**config.mk**
```make
export PLATFORM = sky130hd
export DESIGN_NAME = rlo_ctrl
export DESIGN_NICKNAME = d
export VERILOG_FILES = /design/src/rtl/rlo_pkg.sv /design/src/rtl/rlo_ctrl.sv /design/src/rtl/rlo_indsel.sv /design/src/rtl/rlo_sync.sv
export SDC_FILE = /design/constraint.sdc
export NUM_CORES = 1
export LEC_CHECK = 0
export BUFFER_PORTS_ARGS = -buffer_cell sky130_fd_sc_hd__buf_2
export CELL_PAD_IN_SITES_DETAIL_PLACEMENT = 0
export CELL_PAD_IN_SITES_GLOBAL_PLACEMENT = 1
export CORE_MARGIN = 2
export CORE_UTILIZATION = 34
export CTS_BUF_LIST = sky130_fd_sc_hd__clkbuf_8
export CTS_CLUSTER_DIAMETER = 40
export DETAILED_ROUTE_END_ITERATION = 12
export GPL_TIMING_DRIVEN = 0
export PLACE_DENSITY_LB_ADDON = 0.1
export SLEW_MARGIN = 20
export SYNTH_ARGS = -nofsm -noshare
export SYNTH_HDL_FRONTEND = slang
export SYNTH_SLANG_ARGS = --single-unit
```
**constraint.sdc**
```tcl
create_clock -name clk_sys -period 2.13 [get_ports clk_sys]
set_clock_uncertainty 0.2 [all_clocks]
set_input_delay 0.3195 -clock clk_sys [delete_from_list [all_inputs] [get_ports clk_sys]]
set_output_delay 0.3195 -clock clk_sys [all_outputs]
set_load 0.02 [all_outputs]
```
**src/rtl/rlo_pkg.sv**
```systemverilog
// Purpose: shared constants and carriers for the regenerator loopback and maintenance block
// Assumes: 40 MHz system clock, word-wide register port with byte addresses
// Notes:   indicator bits and operations-channel messages travel as packed structs
package rlo_pkg;

  // ==========================================================
  // clock and timing
  localparam int CLK_PERIOD_NS  = 25;
  localparam int REGC_RESET_NS  = 1000;  // customer-side transceiver reset on loop entry
  localparam int REGC_RESET_RAW = (REGC_RESET_NS + CLK_PERIOD_NS - 1) / CLK_PERIOD_NS;
  localparam int REGC_RESET_CYC = (REGC_RESET_RAW < 1) ? 1 : REGC_RESET_RAW;
  localparam int CNT_W          = 6;

  // ==========================================================
  // operations channel
  localparam logic [1:0] OWN_ADDR = 2'h2;  // regenerator address "10"

  typedef struct packed {
    logic [1:0] addr;
    logic [7:0] code;
  } rlo_eoc_t;

  // ==========================================================
  // overhead indicator bits
  typedef struct packed {
    logic presence;
    logic reg_alarm;
    logic rrbe;
    logic rcbe;
    logic rta;
    logic power_source_one_fail;
    logic power_source_two_fail;
    logic los_app;
    logic bpv;
  } rlo_ind_t;

  // ==========================================================
  // synchronised pin vector layout
  localparam int PIN_NET_LOS   = 0;
  localparam int PIN_NET_LFA   = 1;
  localparam int PIN_CUST_LOS  = 2;
  localparam int PIN_CUST_LFA  = 3;
  localparam int PIN_CLK_LOST  = 4;
  localparam int PIN_DLY_DIFF  = 5;
  localparam int PIN_MEM_FAIL  = 6;
  localparam int PIN_NET_UP    = 7;
  localparam int PIN_W         = 8;

  // ==========================================================
  // register map
  localparam logic [3:0] REG_CTRL   = 4'h0;
  localparam logic [3:0] REG_STATUS = 4'h4;
  localparam int         CTRL_W     = 4;
  localparam logic [CTRL_W-1:0] CTRL_RESET = 4'h8;  // only sync reset enabled

  typedef struct packed {
    logic sync_reset_en;
    logic bpv_en;
    logic los_en;
    logic force_alarm;
  } rlo_ctrl_t;

  typedef enum logic [4:0] {
    ST_IDLE      = 5'h01,
    ST_ACTIVE    = 5'h02,
    ST_LOOP_SYNC = 5'h04,
    ST_LOOP      = 5'h08,
    ST_RELEASE   = 5'h10
  } rlo_state_t;

  typedef struct packed {
    logic [17:0] rsvd_hi;
    logic        net_up;
    logic        reg_alarm;
    logic [3:0]  line_fault;
    logic [2:0]  rsvd_lo;
    logic [4:0]  state;
  } rlo_status_t;

endpackage

```
**src/rtl/rlo_ctrl.sv**
```systemverilog
// Purpose: regenerator maintenance control: deactivation, loopback 1A, alarm reporting
// Assumes: line fault and alarm sources are asynchronous pins, channel and crc strobes are on clk_sys
// Notes:   registers at byte offsets 0x0 control and 0x4 status, other reads return zero
//
// Summary of operation
// - any line loss of signal or framing deactivates both line sides.
// - loopback closes the cycle after an own-address loop request.
// - looped signal still travels onward toward the network terminal.
// - channel stays operational for messages carrying address 10.
// - foreign address during loopback answers hold state with own address.
// - indicators loop back except presence, alarm and both block errors.
// - return-to-normal deactivates customer transceiver and cancels loopback.
// - after release with network link up, restart customer-side activation.
// - loop entry may hold the customer transceiver in reset to reconverge.
// - network terminal alarm bit is forwarded upstream.
// - own internal failures raise the regenerator alarm bit upstream.
// - alarm sources: clock loss, pair delay difference, memory test fail.
// - both power source failure bits are forwarded upstream separately.
// - application loss-of-signal bit forwarded when enabled.
// - bipolar violation bit forwarded only when enabled.
// - network-side crc errors raise own block error bit upstream.
// - customer-side crc errors raise own block error bit upstream.
//
// Chosen here: strobed register access and the register addresses.
`timescale 1ns/1ps
module rlo_ctrl #(
  parameter logic [7:0] LOOP_CODE = 8'h01,
  parameter logic [7:0] RTN_CODE  = 8'h02,
  parameter logic [7:0] HOLD_CODE = 8'h03
) (
  input  wire logic              clk_sys,
  input  wire logic              rst_n,
  input  wire logic [3:0]        reg_addr,
  input  wire logic [31:0]       reg_wdata,
  input  wire logic              reg_wr,
  input  wire logic              reg_rd,
  output logic      [31:0]       reg_rdata,
  input  wire logic              net_los,
  input  wire logic              net_lfa,
  input  wire logic              cust_los,
  input  wire logic              cust_lfa,
  input  wire logic              clk_src_lost,
  input  wire logic              delay_diff_exceeded,
  input  wire logic              mem_test_fail,
  input  wire logic              net_link_up,
  input  wire logic              eoc_rx_valid,
  input  wire rlo_pkg::rlo_eoc_t eoc_rx,
  output logic                   eoc_tx_valid,
  output rlo_pkg::rlo_eoc_t      eoc_tx,
  input  wire logic              frame_tick,
  input  wire logic              net_crc_err,
  input  wire logic              cust_crc_err,
  input  wire rlo_pkg::rlo_ind_t ind_from_ltu,
  input  wire rlo_pkg::rlo_ind_t ind_from_ntu,
  output rlo_pkg::rlo_ind_t      ind_to_ltu,
  output rlo_pkg::rlo_ind_t      ind_to_ntu,
  output logic                   net_side_act,
  output logic                   cust_side_act,
  output logic                   loop_close,
  output logic                   cust_xcvr_reset,
  output logic                   cust_start
);

  // ==========================================================
  // pin synchronisation
  logic [rlo_pkg::PIN_W-1:0] pins_raw;
  logic [rlo_pkg::PIN_W-1:0] pins_s;

  assign pins_raw = {net_link_up, mem_test_fail, delay_diff_exceeded, clk_src_lost,
                     cust_lfa, cust_los, net_lfa, net_los};

  rlo_sync #(
    .WIDTH (rlo_pkg::PIN_W)
  ) u_sync (
    .clk_sys (clk_sys),
    .rst_n   (rst_n),
    .din     (pins_raw),
    .dout    (pins_s)
  );

  // ==========================================================
  // decoded conditions
  wire logic       los_any;
  wire logic       int_fail;
  wire logic       net_up_s;
  wire logic       own_msg;
  wire logic       loop_req;
  wire logic       rtn_req;
  wire logic       in_loop;
  wire logic [3:0] line_fault;

  assign line_fault = {pins_s[rlo_pkg::PIN_CUST_LFA], pins_s[rlo_pkg::PIN_CUST_LOS],
                       pins_s[rlo_pkg::PIN_NET_LFA], pins_s[rlo_pkg::PIN_NET_LOS]};
  assign los_any    = |line_fault;
  assign int_fail   = pins_s[rlo_pkg::PIN_CLK_LOST] | pins_s[rlo_pkg::PIN_DLY_DIFF]
                    | pins_s[rlo_pkg::PIN_MEM_FAIL];
  assign net_up_s   = pins_s[rlo_pkg::PIN_NET_UP];
  // only the line terminal addresses us, so no local loop trigger exists
  assign own_msg    = eoc_rx_valid && (eoc_rx.addr == rlo_pkg::OWN_ADDR);
  assign loop_req   = own_msg && (eoc_rx.code == LOOP_CODE);
  assign rtn_req    = own_msg && (eoc_rx.code == RTN_CODE);

  // ==========================================================
  // control register
  rlo_pkg::rlo_ctrl_t ctrl;
  wire logic          wr_ctrl;

  assign wr_ctrl = reg_wr && (reg_addr == rlo_pkg::REG_CTRL);

  always_ff @(posedge clk_sys) begin
    if (!rst_n) begin
      ctrl <= rlo_pkg::CTRL_RESET;
    end else if (wr_ctrl) begin
      ctrl <= reg_wdata[rlo_pkg::CTRL_W-1:0];
    end
  end

  // ==========================================================
  // state machine
  rlo_pkg::rlo_state_t state;
  rlo_pkg::rlo_state_t next_state;
  logic [rlo_pkg::CNT_W-1:0] rst_cnt;
  logic [rlo_pkg::CNT_W-1:0] next_rst_cnt;
  localparam logic [rlo_pkg::CNT_W-1:0] RST_LAST = rlo_pkg::CNT_W'(rlo_pkg::REGC_RESET_CYC - 1);

  assign in_loop = (state == rlo_pkg::ST_LOOP_SYNC) || (state == rlo_pkg::ST_LOOP);

  // line faults override every other transition
  always_comb begin
    next_state   = state;
    next_rst_cnt = '0;
    if (los_any) begin
      next_state = rlo_pkg::ST_IDLE;
    end else begin
      case (state)
        rlo_pkg::ST_IDLE: begin
          next_state = rlo_pkg::ST_ACTIVE;
        end
        rlo_pkg::ST_ACTIVE: begin
          // accepted whether start-up is still running or the link is up
          if (loop_req) begin
            next_state = ctrl.sync_reset_en ? rlo_pkg::ST_LOOP_SYNC : rlo_pkg::ST_LOOP;
          end
        end
        rlo_pkg::ST_LOOP_SYNC: begin
          if (rtn_req) begin
            next_state = rlo_pkg::ST_RELEASE;
          end else if (rst_cnt == RST_LAST) begin
            next_state = rlo_pkg::ST_LOOP;
          end else begin
            next_rst_cnt = rst_cnt + 1'b1;
          end
        end
        rlo_pkg::ST_LOOP: begin
          if (rtn_req) begin
            next_state = rlo_pkg::ST_RELEASE;
          end
        end
        rlo_pkg::ST_RELEASE: begin
          next_state = rlo_pkg::ST_ACTIVE;
        end
        default: begin
          next_state = rlo_pkg::ST_IDLE;
        end
      endcase
    end
  end

  // ==========================================================
  // registered line controls
  wire logic next_net_act;
  wire logic next_cust_act;
  wire logic next_loop;
  wire logic next_cust_rst;
  wire logic next_cust_start;

  assign next_net_act    = (next_state != rlo_pkg::ST_IDLE);
  assign next_cust_act   = (next_state != rlo_pkg::ST_IDLE)
                        && (next_state != rlo_pkg::ST_RELEASE);
  assign next_loop       = (next_state == rlo_pkg::ST_LOOP_SYNC)
                        || (next_state == rlo_pkg::ST_LOOP);
  assign next_cust_rst   = (next_state == rlo_pkg::ST_LOOP_SYNC);
  // restart only makes sense while the upstream link still holds
  assign next_cust_start = (state == rlo_pkg::ST_RELEASE) && (next_state == rlo_pkg::ST_ACTIVE)
                        && net_up_s;

  always_ff @(posedge clk_sys) begin
    if (!rst_n) begin
      state           <= rlo_pkg::ST_IDLE;
      rst_cnt         <= '0;
      net_side_act    <= 1'b0;
      cust_side_act   <= 1'b0;
      loop_close      <= 1'b0;
      cust_xcvr_reset <= 1'b0;
      cust_start      <= 1'b0;
    end else begin
      state           <= next_state;
      rst_cnt         <= next_rst_cnt;
      net_side_act    <= next_net_act;
      cust_side_act   <= next_cust_act;
      loop_close      <= next_loop;
      cust_xcvr_reset <= next_cust_rst;
      cust_start      <= next_cust_start;
    end
  end

  // ==========================================================
  // operations channel answers
  rlo_pkg::rlo_eoc_t hold_msg;
  rlo_pkg::rlo_eoc_t next_tx;
  wire logic         foreign_in_loop;
  wire logic         next_tx_valid;

  assign hold_msg        = '{addr: rlo_pkg::OWN_ADDR, code: HOLD_CODE};
  assign foreign_in_loop = eoc_rx_valid && in_loop && (eoc_rx.addr != rlo_pkg::OWN_ADDR);
  // own messages are echoed, which keeps the channel running in loop too
  assign next_tx_valid   = own_msg || foreign_in_loop;
  assign next_tx         = own_msg ? eoc_rx : hold_msg;

  always_ff @(posedge clk_sys) begin
    if (!rst_n) begin
      eoc_tx_valid <= 1'b0;
      eoc_tx       <= '0;
    end else begin
      eoc_tx_valid <= next_tx_valid;
      eoc_tx       <= next_tx;
    end
  end

  // ==========================================================
  // alarm and indicators
  logic reg_alarm;

  always_ff @(posedge clk_sys) begin
    if (!rst_n) begin
      reg_alarm <= 1'b0;
    end else begin
      reg_alarm <= int_fail | ctrl.force_alarm;
    end
  end

  rlo_indsel u_indsel (
    .clk_sys      (clk_sys),
    .rst_n        (rst_n),
    .loop_active  (loop_close),
    .frame_tick   (frame_tick),
    .net_crc_err  (net_crc_err),
    .cust_crc_err (cust_crc_err),
    .reg_alarm    (reg_alarm),
    .los_en       (ctrl.los_en),
    .bpv_en       (ctrl.bpv_en),
    .ind_from_ltu (ind_from_ltu),
    .ind_from_ntu (ind_from_ntu),
    .ind_to_ltu   (ind_to_ltu),
    .ind_to_ntu   (ind_to_ntu)
  );

  // ==========================================================
  // register read port
  rlo_pkg::rlo_status_t status_word;
  wire logic [31:0]     rd_mux;

  assign status_word = '{rsvd_hi: '0, net_up: net_up_s, reg_alarm: reg_alarm,
                         line_fault: line_fault, rsvd_lo: '0, state: state};
  assign rd_mux = (reg_addr == rlo_pkg::REG_CTRL)   ? {{(32-rlo_pkg::CTRL_W){1'b0}}, ctrl} :
                  (reg_addr == rlo_pkg::REG_STATUS) ? status_word : 32'h0;

  // data valid only in the cycle after the strobe
  always_ff @(posedge clk_sys) begin
    if (!rst_n) begin
      reg_rdata <= 32'h0;
    end else begin
      reg_rdata <= reg_rd ? rd_mux : 32'h0;
    end
  end
endmodule

```
**src/rtl/rlo_indsel.sv**
```systemverilog
// Purpose: overhead indicator steering toward line terminal and network terminal
// Assumes: frame_tick marks the frame in which indicator bits are sent
// Notes:   block error flags are held until the next frame tick
`timescale 1ns/1ps
module rlo_indsel (
  input  wire logic            clk_sys,
  input  wire logic            rst_n,
  input  wire logic            loop_active,
  input  wire logic            frame_tick,
  input  wire logic            net_crc_err,
  input  wire logic            cust_crc_err,
  input  wire logic            reg_alarm,
  input  wire logic            los_en,
  input  wire logic            bpv_en,
  input  wire rlo_pkg::rlo_ind_t ind_from_ltu,
  input  wire rlo_pkg::rlo_ind_t ind_from_ntu,
  output rlo_pkg::rlo_ind_t    ind_to_ltu,
  output rlo_pkg::rlo_ind_t    ind_to_ntu
);

  // ==========================================================
  // block error flags
  logic              rrbe_q;
  logic              rcbe_q;
  rlo_pkg::rlo_ind_t up_base;
  rlo_pkg::rlo_ind_t up_next;

  // error arriving on the tick cycle survives the clear
  always_ff @(posedge clk_sys) begin
    if (!rst_n) begin
      rrbe_q <= 1'b0;
      rcbe_q <= 1'b0;
    end else begin
      rrbe_q <= net_crc_err | (rrbe_q & ~frame_tick);
      rcbe_q <= cust_crc_err | (rcbe_q & ~frame_tick);
    end
  end

  // ==========================================================
  // upstream selection
  // loop takes the downstream bits back, own bits always stay live
  assign up_base = loop_active ? ind_from_ltu : ind_from_ntu;

  always_comb begin
    up_next                       = up_base;
    up_next.presence              = 1'b1;
    up_next.reg_alarm             = reg_alarm;
    up_next.rrbe                  = rrbe_q | net_crc_err;
    up_next.rcbe                  = rcbe_q | cust_crc_err;
    up_next.los_app               = up_base.los_app & los_en;
    up_next.bpv                   = up_base.bpv & bpv_en;
  end

  // downstream is always forwarded, loop or not
  always_ff @(posedge clk_sys) begin
    if (!rst_n) begin
      ind_to_ltu <= '0;
      ind_to_ntu <= '0;
    end else begin
      ind_to_ltu <= up_next;
      ind_to_ntu <= ind_from_ltu;
    end
  end
endmodule

```
**src/rtl/rlo_sync.sv**
```systemverilog
// Purpose: two-stage synchroniser for asynchronous level inputs
// Assumes: inputs are slow levels, not pulses
// Notes:   only the second stage may be read
`timescale 1ns/1ps
module rlo_sync #(
  parameter int WIDTH = 8
) (
  input  wire logic             clk_sys,
  input  wire logic             rst_n,
  input  wire logic [WIDTH-1:0] din,
  output logic      [WIDTH-1:0] dout
);

  // ==========================================================
  // stages
  logic [WIDTH-1:0] meta;

  // first stage feeds nothing but the second
  always_ff @(posedge clk_sys) begin
    if (!rst_n) begin
      meta <= '0;
      dout <= '0;
    end else begin
      meta <= din;
      dout <= meta;
    end
  end

endmodule

```
# Word level (Yosys, flattened, before mapping)
# Index checks and enable logic that the tools add are counted.
dict set report totals {
  ff_bits 79
  input_bits 80
  output_inout_bits 66
  word_cells 105
}
dict set report classes {
  n_addsub 1
  eq_ne 16
  n_mux 12
  n_bitwise 16
  reduce_logical 19
}
# op count
set ops {}
lappend ops {{5-bit 2-to-1 mux} 6}
lappend ops {{5-bit case mux with 4 select lines} 1}
lappend ops {{4-bit 2-to-1 mux} 3}
lappend ops {{5-bit by 2-bit equality test with 1-bit output, second input constant} 2}
lappend ops {{5-bit by 3-bit equality test with 1-bit output, second input constant} 2}
lappend ops {{5-bit by 4-bit equality test with 1-bit output, second input constant} 2}
lappend ops {{10-bit 2-to-1 mux} 1}
lappend ops {{1-bit logical AND} 9}
lappend ops {{9-bit 2-to-1 mux} 1}
lappend ops {{8-bit by 1-bit equality test with 1-bit output, second input constant} 1}
lappend ops {{8-bit by 2-bit equality test with 1-bit output, second input constant} 1}
lappend ops {{4-bit OR reduction} 2}
lappend ops {{8-bit OR reduction} 1}
lappend ops {{1-bit bitwise OR} 7}
lappend ops {{6-bit by 1-bit adder with 6-bit output, second input constant} 1}
lappend ops {{6-bit equality test, second input constant} 1}
lappend ops {{5-bit by 1-bit equality test with 1-bit output, second input constant} 1}
lappend ops {{5-bit equality test, second input constant} 1}
lappend ops {{5-bit by 1-bit != test with 1-bit output, second input constant} 1}
lappend ops {{5-bit != test, second input constant} 1}
lappend ops {{1-bit NOT} 5}
lappend ops {{1-bit AND} 4}
lappend ops {{4-bit by 3-bit equality test with 1-bit output, second input constant} 1}
lappend ops {{4-bit zero test} 1}
lappend ops {{5 further kinds} 8}

# Longest topological paths before layout
# Gate-level depths: netlist (run 1).
dict set report logic_depth {
  word_depth 9
  ltp_mapped 5
  mapped_depth_nobuf 5
}

# Hierarchy
# Synthesis (run 1) repeated with hierarchy kept, for this count alone.
dict set report hier_totals {
  hier_cells 260
  area_unflattened_um2 2827.7
}
# mod instances cells_each area_per_inst_um2 seq_area_each_um2
set modules_own_cells {}
lappend modules_own_cells {rlo_ctrl 1 177 1760.4 860.8}
lappend modules_own_cells {rlo_indsel 1 50 620.6 400.4}
lappend modules_own_cells {rlo_sync 1 33 446.7 320.3}

# Worst setup path before layout (run 1)
# Ideal clock, no wire load.
dict set report synth_timing {
  path_type {register to register}
  from {register state[1]}
  to {register cust_xcvr_reset}
  setup_time_ns 0.104
  arrival_ns 1.550
  required_ns 1.826
  slack_ns 0.277
  path_stages_with_launch 6
  path_buffers 1
  period_less_slack_ns 1.853
  path_cell_list {dfxtp_1 -> buf_6 -> or3_4 -> a2111oi_4 -> nand2_1 -> a2111oi_2}
}
dict set report synth_via {
  elab_chain_len 5
  word_cells_on_any_way 13
  classes_between {eq/ne: 6; mux: 6; reduce/logical: 1}
}
# element line
set synth_rtl {}
lappend synth_rtl {{from (decl)} rlo_ctrl.sv:120} ;# rlo_pkg::rlo_state_t state;
lappend synth_rtl {{from (signal assigned)} rlo_ctrl.sv:189} ;# state <= rlo_pkg::ST_IDLE;
lappend synth_rtl {{from (signal assigned)} rlo_ctrl.sv:197} ;# state <= next_state;
lappend synth_rtl {{5-bit equality test, or another cell as far along} rlo_ctrl.sv:135} ;# case (state)
lappend synth_rtl {{2-bit OR reduction (no source line) / 5-bit 2-to-1 mux (equally long branches)} -}
lappend synth_rtl {{5-bit case mux with 4 select lines (*)} rlo_ctrl.sv:135}
lappend synth_rtl {{5-bit 2-to-1 mux (*)} rlo_ctrl.sv:132} ;# if (los_any) begin
lappend synth_rtl {{5-bit by 3-bit equality test with 1-bit output (*)} rlo_ctrl.sv:182} ;# assign next_cust_rst = (next_state == rlo_pkg::ST_LOOP_SYNC);
lappend synth_rtl {{to (signal assigned)} rlo_ctrl.sv:202} ;# cust_xcvr_reset <= next_cust_rst;
lappend synth_rtl {{to (decl)} rlo_ctrl.sv:60} ;# output logic cust_xcvr_reset,
# Mark *: on every way between the ends. The rest lies on a longest branch, timed or not.
# A chain may end at the register's enable or synchronous reset.

# Final worst setup path (run 1)
dict set report layout_timing {
  from {register state[4]}
  to {register state[2]}
}
dict set report layout_via {
  elab_chain_len 4
  word_cells_on_any_way 8
  classes_between {eq/ne: 5; mux: 2; reduce/logical: 1}
}
# element line
set layout_rtl {}
lappend layout_rtl {{5-bit equality test / 5-bit by 1-bit equality test with 1-bit output (equally long branches)} rlo_ctrl.sv:135}
lappend layout_rtl {{2-bit OR reduction (no source line)} -}
lappend layout_rtl {{5-bit case mux with 4 select lines (*)} rlo_ctrl.sv:135}
lappend layout_rtl {{5-bit 2-to-1 mux (*)} rlo_ctrl.sv:132}
# Marks and branches as above.

==> impl_metrics.env, run 1 <==
export IMPL_power_uw=3240
export IMPL_worstSetupStartpointType="flip-flop"
export IMPL_nFillCells=834
export IMPL_period_share=0.934
export IMPL_setup_viol=0
export IMPL_cts_buffer_depth=2
export IMPL_synthArstFlopShare=0
export IMPL_met1_usage=0.160
export IMPL_top_usage_layer="met2"
export IMPL_port_buffers=92
export IMPL_ant_nets=0
export IMPL_rows=33
export IMPL_die_area_um2=9120
export IMPL_antennaDiodeCount=0
export IMPL_clock_sink_count=79
export IMPL_grt_max_degree=14
export IMPL_ys_ff_latch=79
export IMPL_max_freq_mhz=502
export IMPL_ir_worst_vdd_mv=0.425
export IMPL_syn2layout_area_growth_pct=40.6
export IMPL_drt_pre_antenna_iters=4
export IMPL_final_max_slew_viol_count=0
export IMPL_grt_ovfl_total=0
export IMPL_dieHeight_um=95.5
export IMPL_initial_core_util=0.348
export IMPL_nets=491
export IMPL_vias_per_cell=4.17
export IMPL_ioPinCount=146
export IMPL_cp_max_fo=8
export IMPL_wl_per_cell_um=11.6
export IMPL_grt_usage=0.134
export IMPL_syn_area_per_cell_um2=10.8
export IMPL_hold_ws_ps=21.8
export IMPL_synth_top_area_cell="dfxtp_1"
export IMPL_grt_first_pass_wirelength_um=9140
export IMPL_endpoint_kind="flip-flop"
export IMPL_hpwlAfterDp_um=4420
export IMPL_path_class="reg -> reg"
export IMPL_p_leak_uw=0.00192
export IMPL_synthTopCellsByCount="79 x dfxtp_1, 27 x and2_1, 21 x buf_4, 18 x nor2_1, 16 x and3_1"
export IMPL_synth_cell_types=44
export IMPL_root_buffer="clkbuf_8"
export IMPL_ys_warn_count=0
export IMPL_synth_edff_count=0
export IMPL_drc=0
export IMPL_hold_depth=2
export IMPL_ys_seq_area_frac=0.555
export IMPL_synthFlopType="dfxtp_1"
export IMPL_insertion_delay_ps=340
export IMPL_gp_congestion=0.760
export IMPL_status="complete, no violations"
export IMPL_crit_required_ps=2170
export IMPL_hp_class="in -> reg"
export IMPL_drtIter0Drc=32
export IMPL_synth_top_area_share=0.555
export IMPL_synthesis_area_um2=2850
export IMPL_rr_worst_depth=5
export IMPL_rsz0062_at_grt="false"
export IMPL_p_per_area_nw_per_um2=810
export IMPL_core_um2=8180
export IMPL_antenna_found_initial=0
export IMPL_die_width_um=95.5
export IMPL_cts_htree_levels=3
export IMPL_grt_pass1_vias=1940
export IMPL_synth_most_common_cell="dfxtp_1"
export IMPL_drive_gt1_frac=0.345
export IMPL_wirelength_um=6010
export IMPL_met2_usage=0.209
export IMPL_arrival_ps=2030
export IMPL_cts_reportedPaths_clkPinSlew_ps=80
export IMPL_dr_total_vias=2169
export IMPL_synthesis_instances=263
export IMPL_numCtsBuffers=9
export IMPL_grt_util_met3=0.0569
export IMPL_tns_ps=0
export IMPL_period_needed_ps=1990
export IMPL_synthTopCellsByArea="dfxtp_1 56%, and2_1 5.9%, buf_4 5.5%"
export IMPL_maxCapViolCount=0
export IMPL_hold_viol_final=0
export IMPL_cts_tree="yes"
placed cells by master (no fill, tap or decap), types with 3 or more instances in the layout:
cell type	count
xnor2_1	4
dfxtp_1	79
conb_1	22
clkbuf_1	11
buf_4	23
nand4_1	4
dlygate4sd3_1	22
clkbuf_8	10
and2_1	27
xor2_1	3
inv_1	8
and3_1	16
and3b_1	3
mux2i_1	13
nor2b_1	8
bufinv_16	3
buf_2	93
a21boi_0	4
nor2_1	18
nand2_1	5
nand3_1	3
where the power goes:
group	leakage, uW	internal [uW]	switching, uW
sequential	0.000648	1530	16.1
combinational	0.00116	178	191
clock	0.000120	806	523
total	0.00192	2510	730
cell type report:
cell class	count	area, um2	area share
sequential	79	1580	0.395
clock buffer	10	138	0.0344
multi-input combinational	162	1100	0.274
buffer	35	226	0.0565
clock inverter	6	109	0.0272
tap	105	131	0.0328
timing repair buffer	116	696	0.174
inverter	7	26.3	0.00656
routing by layer:
| metal | wire (um) | vias to the layer above | share of wire |
|---|---|---|---|
| met5 | 0 | - | 0 |
| met4 | 123 | 0 | 0.020 |
| met3 | 542 | 10 | 0.090 |
| met2 | 2790 | 82 | 0.46 |
| met1 | 2550 | 949 | 0.43 |
| li1 | - | 1128 | - |
through the flow:
stage	cell area, um2	util	setup WS [ps]	cells
after CTS	3990	0.487	49.3	519
after detailed placement	3520	0.430	37.4	481
after floorplan	2930	-	277	284
final	4010	0.490	140	520
after global placement	3520	0.430	52.4	481
after global routing	4010	0.490	10.7	520
worst paths after layout:
path                                startpoint                endpoint  slack (ps)
worst max-delay path                  state[4]                state[2]         140
worst min-delay path              cust_crc_err  u_indsel.ind_to_ltu[5]          20
worst max register to register        state[4]                state[2]         140
worst min register to register  u_sync.meta[3]          u_sync.dout[3]         240
critical path, stage by stage (launching register included):
cell       delay (ps)
dfxtp_1           300
clkbuf_1          180
or3_4             410
a2111oi_4         340
nand2_1           160
a2111oi_2         300
flip-flops by register name, summed over array words and instances (netlist names), 4 cells and up:
name	cells
ctrl	4
eoc_tx	10
reg_rdata	11
rst_cnt	6
state	5
u_indsel.ind_to_ltu	9
u_indsel.ind_to_ntu	9
u_sync.dout	8
u_sync.meta	8
cell families after synthesis:
family	count (synthesis)	synth area share
AO/OA/AOI/OAI	21	0.0760
XOR/XNOR	7	0.0215
adder cells (fa/ha/maj)	1	0.00439
buffers and inverters	43	0.0901
flip-flops	79	0.555
multiplexers	13	0.0457
other	1	0.00132
AND/OR/NAND/NOR	98	0.206
repair_timing:
action | CTS | global route
setup buffers | 0 | 2
setup endpoints to repair | 0 | 3
endpoints found under the hold margin | 23 | 0
resized for setup | 0 | 1
hold buffers | 22 | 0
Power figures use the tool's default switching activity.
==> inputs of run 2 (changes only) <==
--- a/config.mk
+++ b/config.mk
@@ -18,4 +18,5 @@
 export SLEW_MARGIN = 20
 export SYNTH_ARGS = -nofsm -noshare
 export SYNTH_HDL_FRONTEND = slang
+export SYNTH_HIERARCHICAL = 1
 export SYNTH_SLANG_ARGS = --single-unit
==> impl_metrics.env, run 2 <==
export IMPL_path_common_cell="nand4_1"
export IMPL_max_freq_mhz=509
export IMPL_hp_class="in -> reg"
export IMPL_clock_sink_count=79
export IMPL_ioPinCount=146
export IMPL_endpoint_kind="flip-flop"
export IMPL_synthFlopType="dfxtp_1"
export IMPL_grt_first_pass_wirelength_um=8630
export IMPL_arrival_ps=1980
export IMPL_wl_met1_um=2500
export IMPL_path_cells="dlygate4sd3_1, buf_2, nor4_2, nand4_1, nand4_1, nor2_1"
export IMPL_fin_util=0.498
export IMPL_grt_max_degree=27
export IMPL_rr_worst_depth=4
export IMPL_cts_buffer_depth=2
export IMPL_final_max_slew_viol_count=0
export IMPL_synth_top_area_share=0.559
export IMPL_ys_ff_latch=79
export IMPL_setup_viol=0
export IMPL_path_class="in -> reg"
export IMPL_antennaDiodeCount=0
export IMPL_worstSetupStartpointType="input port"
export IMPL_core_um2=8130
export IMPL_status="complete, no violations"
export IMPL_maxSlewHeadroom=0.604
export IMPL_vias_per_cell=4.18
export IMPL_drt_pre_antenna_iters=4
export IMPL_syn_area_per_cell_um2=10.9
export IMPL_gp_congestion=0.707
export IMPL_dr_max_layer_used="met4"
export IMPL_placed_cell_area_um2=3500
export IMPL_ant_nets=0
export IMPL_die_area_um2=9060
export IMPL_insertion_delay_ps=330
export IMPL_largest_reg_flops=11
export IMPL_hold_start="reg_wdata[0]"
export IMPL_rsz0062_at_grt="false"
export IMPL_ys_seq_area_frac=0.559
export IMPL_period_share=0.922
export IMPL_tns_ps=0
export IMPL_grt_ovfl_total=0
export IMPL_port_buffers=92
export IMPL_reg_top3="reg_rdata: 11 flops, eoc_tx: 10 flops"
export IMPL_period_needed_ps=1960
export IMPL_grt_usage=0.127
export IMPL_nets=495
export IMPL_crit_slowest_cell="dlygate4sd3_1"
export IMPL_syn2layout_area_growth_pct=43.2
export IMPL_ir_worst_vdd_mv=0.333
export IMPL_crit_start="eoc_rx[4]"
export IMPL_drc=0
export IMPL_synthesis_instances=260
export IMPL_cts_tree="yes"
export IMPL_synthTopCellsByCount="79 x dfxtp_1, 25 x nor2_1, 22 x and2_2, 22 x buf_4, 13 x mux2i_1"
export IMPL_top_register="reg_rdata"
export IMPL_crit_cells=6
export IMPL_dr_total_vias=2192
export IMPL_wl_met3_um=331
export IMPL_root_buffer="clkbuf_8"
export IMPL_dieHeight_um=95.2
export IMPL_die_width_um=95.2
export IMPL_initial_core_util=0.348
export IMPL_timing_rr_start="u_sync/dout[1]"
export IMPL_drtIter0Drc=36
export IMPL_maxCapViolCount=0
export IMPL_numCtsBuffers=9
export IMPL_drive_gt1_frac=0.399
export IMPL_synth_edff_count=0
export IMPL_cts_reportedPaths_clkPinSlew_ps=70
export IMPL_grt_pass1_vias=1842
export IMPL_crit_required_ps=2140
export IMPL_critical_path_top_delay_family="simple AND/OR/NAND/NOR gates"
export IMPL_synth_most_common_cell="dfxtp_1"
export IMPL_ys_warn_count=6
export IMPL_rows=33
export IMPL_synthArstFlopShare=0
export IMPL_synth_cell_types=42
export IMPL_wirelength_um=5840
export IMPL_antenna_found_initial=0
export IMPL_design_area_um2=4050
export IMPL_p_leak_uw=0.00195
export IMPL_cp_max_fo=6
export IMPL_final_cell_mix="93 x buf_2, 79 x dfxtp_1, 30 x dlygate4sd3_1"
export IMPL_cts_htree_levels=3
export IMPL_hpwlAfterDp_um=4150
export IMPL_critPathMaxStageDelay_ps=530
export IMPL_power_uw=3240
export IMPL_synth_top_area_cell="dfxtp_1"
export IMPL_p_per_area_nw_per_um2=800
export IMPL_hold_viol_final=0
export IMPL_synthesis_area_um2=2830
export IMPL_worst_pin_slew_ps=588
export IMPL_met2_length_um=2900
export IMPL_synthTopCellsByArea="dfxtp_1 56%, and2_2 5.8%, buf_4 5.8%"
export IMPL_mostFrequentLayoutCell="buf_2"
export IMPL_critical_path_buf_inv_count=2
export IMPL_wl_per_cell_um=11.1
export IMPL_hold_depth=3
## run 2: cell families after synthesis
kind of cell / after synthesis / synth area share
AO/OA/AOI/OAI: 14 / 0.0381
other: 1 / 0.00133
adder cells (fa/ha/maj): 1 / 0.00442
flip-flops: 79 / 0.559
multiplexers: 13 / 0.0460
buffers and inverters: 33 / 0.0850
XOR/XNOR: 6 / 0.0186
AND/OR/NAND/NOR: 113 / 0.247
## run 2: area by class of cell
class                   instances  area (um2)
repair buffers                122         761
flip-flops and latches         79        1580
well taps                     105         131
clock buffers                   9         124
clock inverters                 7         120
inverters                       3        11.3
plain buffers                  30         229
multi-input cells             169        1090
fillers                       789        4090
## run 2: worst paths after layout
path | end | slack (ps)
hold / removal | ctrl[0] | 20
hold reg to reg | u_sync/dout[2] | 230
setup / recovery | rst_cnt[4] | 170
setup reg to reg | state[2] | 280
## run 2: worst register-to-register path, cell delays in order (launching register included)
cell,delay [ps]
dfxtp_1,320
nor4_1,550
and4_2,350
a21oi_4,60
nor4_1,270
## run 2: layer usage
metal  track usage  vias up
met5             0        -
met4        0.0725        0
met3        0.0348        5
met2         0.210       61
met1         0.149      986
li1              -     1140
## run 2: what timing repair did
action | 4_1_cts | 5_1_grt
hold buffers | 30 | 0
gates resized for setup | 0 | 1
buffers inserted | 0 | 0
hold endpoints to repair | 32 | 0
endpoints found under the setup margin | 0 | 11
## run 2: metrics by stage
| step | hold WS [ps] | setup slack, ps | instances |
|---|---|---|---|
| floorplan | 147 | 513 | 281 |
| global placement | 218 | 80.5 | 478 |
| detailed placement | 218 | 144 | 478 |
| CTS | 0.180 | 45.5 | 524 |
| global route | 25.5 | 2.88 | 524 |
| finish | 23.4 | 167 | 524 |
## run 2: where the power goes
part	switching [uW]	leakage (uW)	total, uW	internal [uW]
clock	541	0.000120	1320	782
combinational	187	0.00119	373	186
sequential	14.7	0.000648	1540	1530
total	743	0.00195	3240	2500
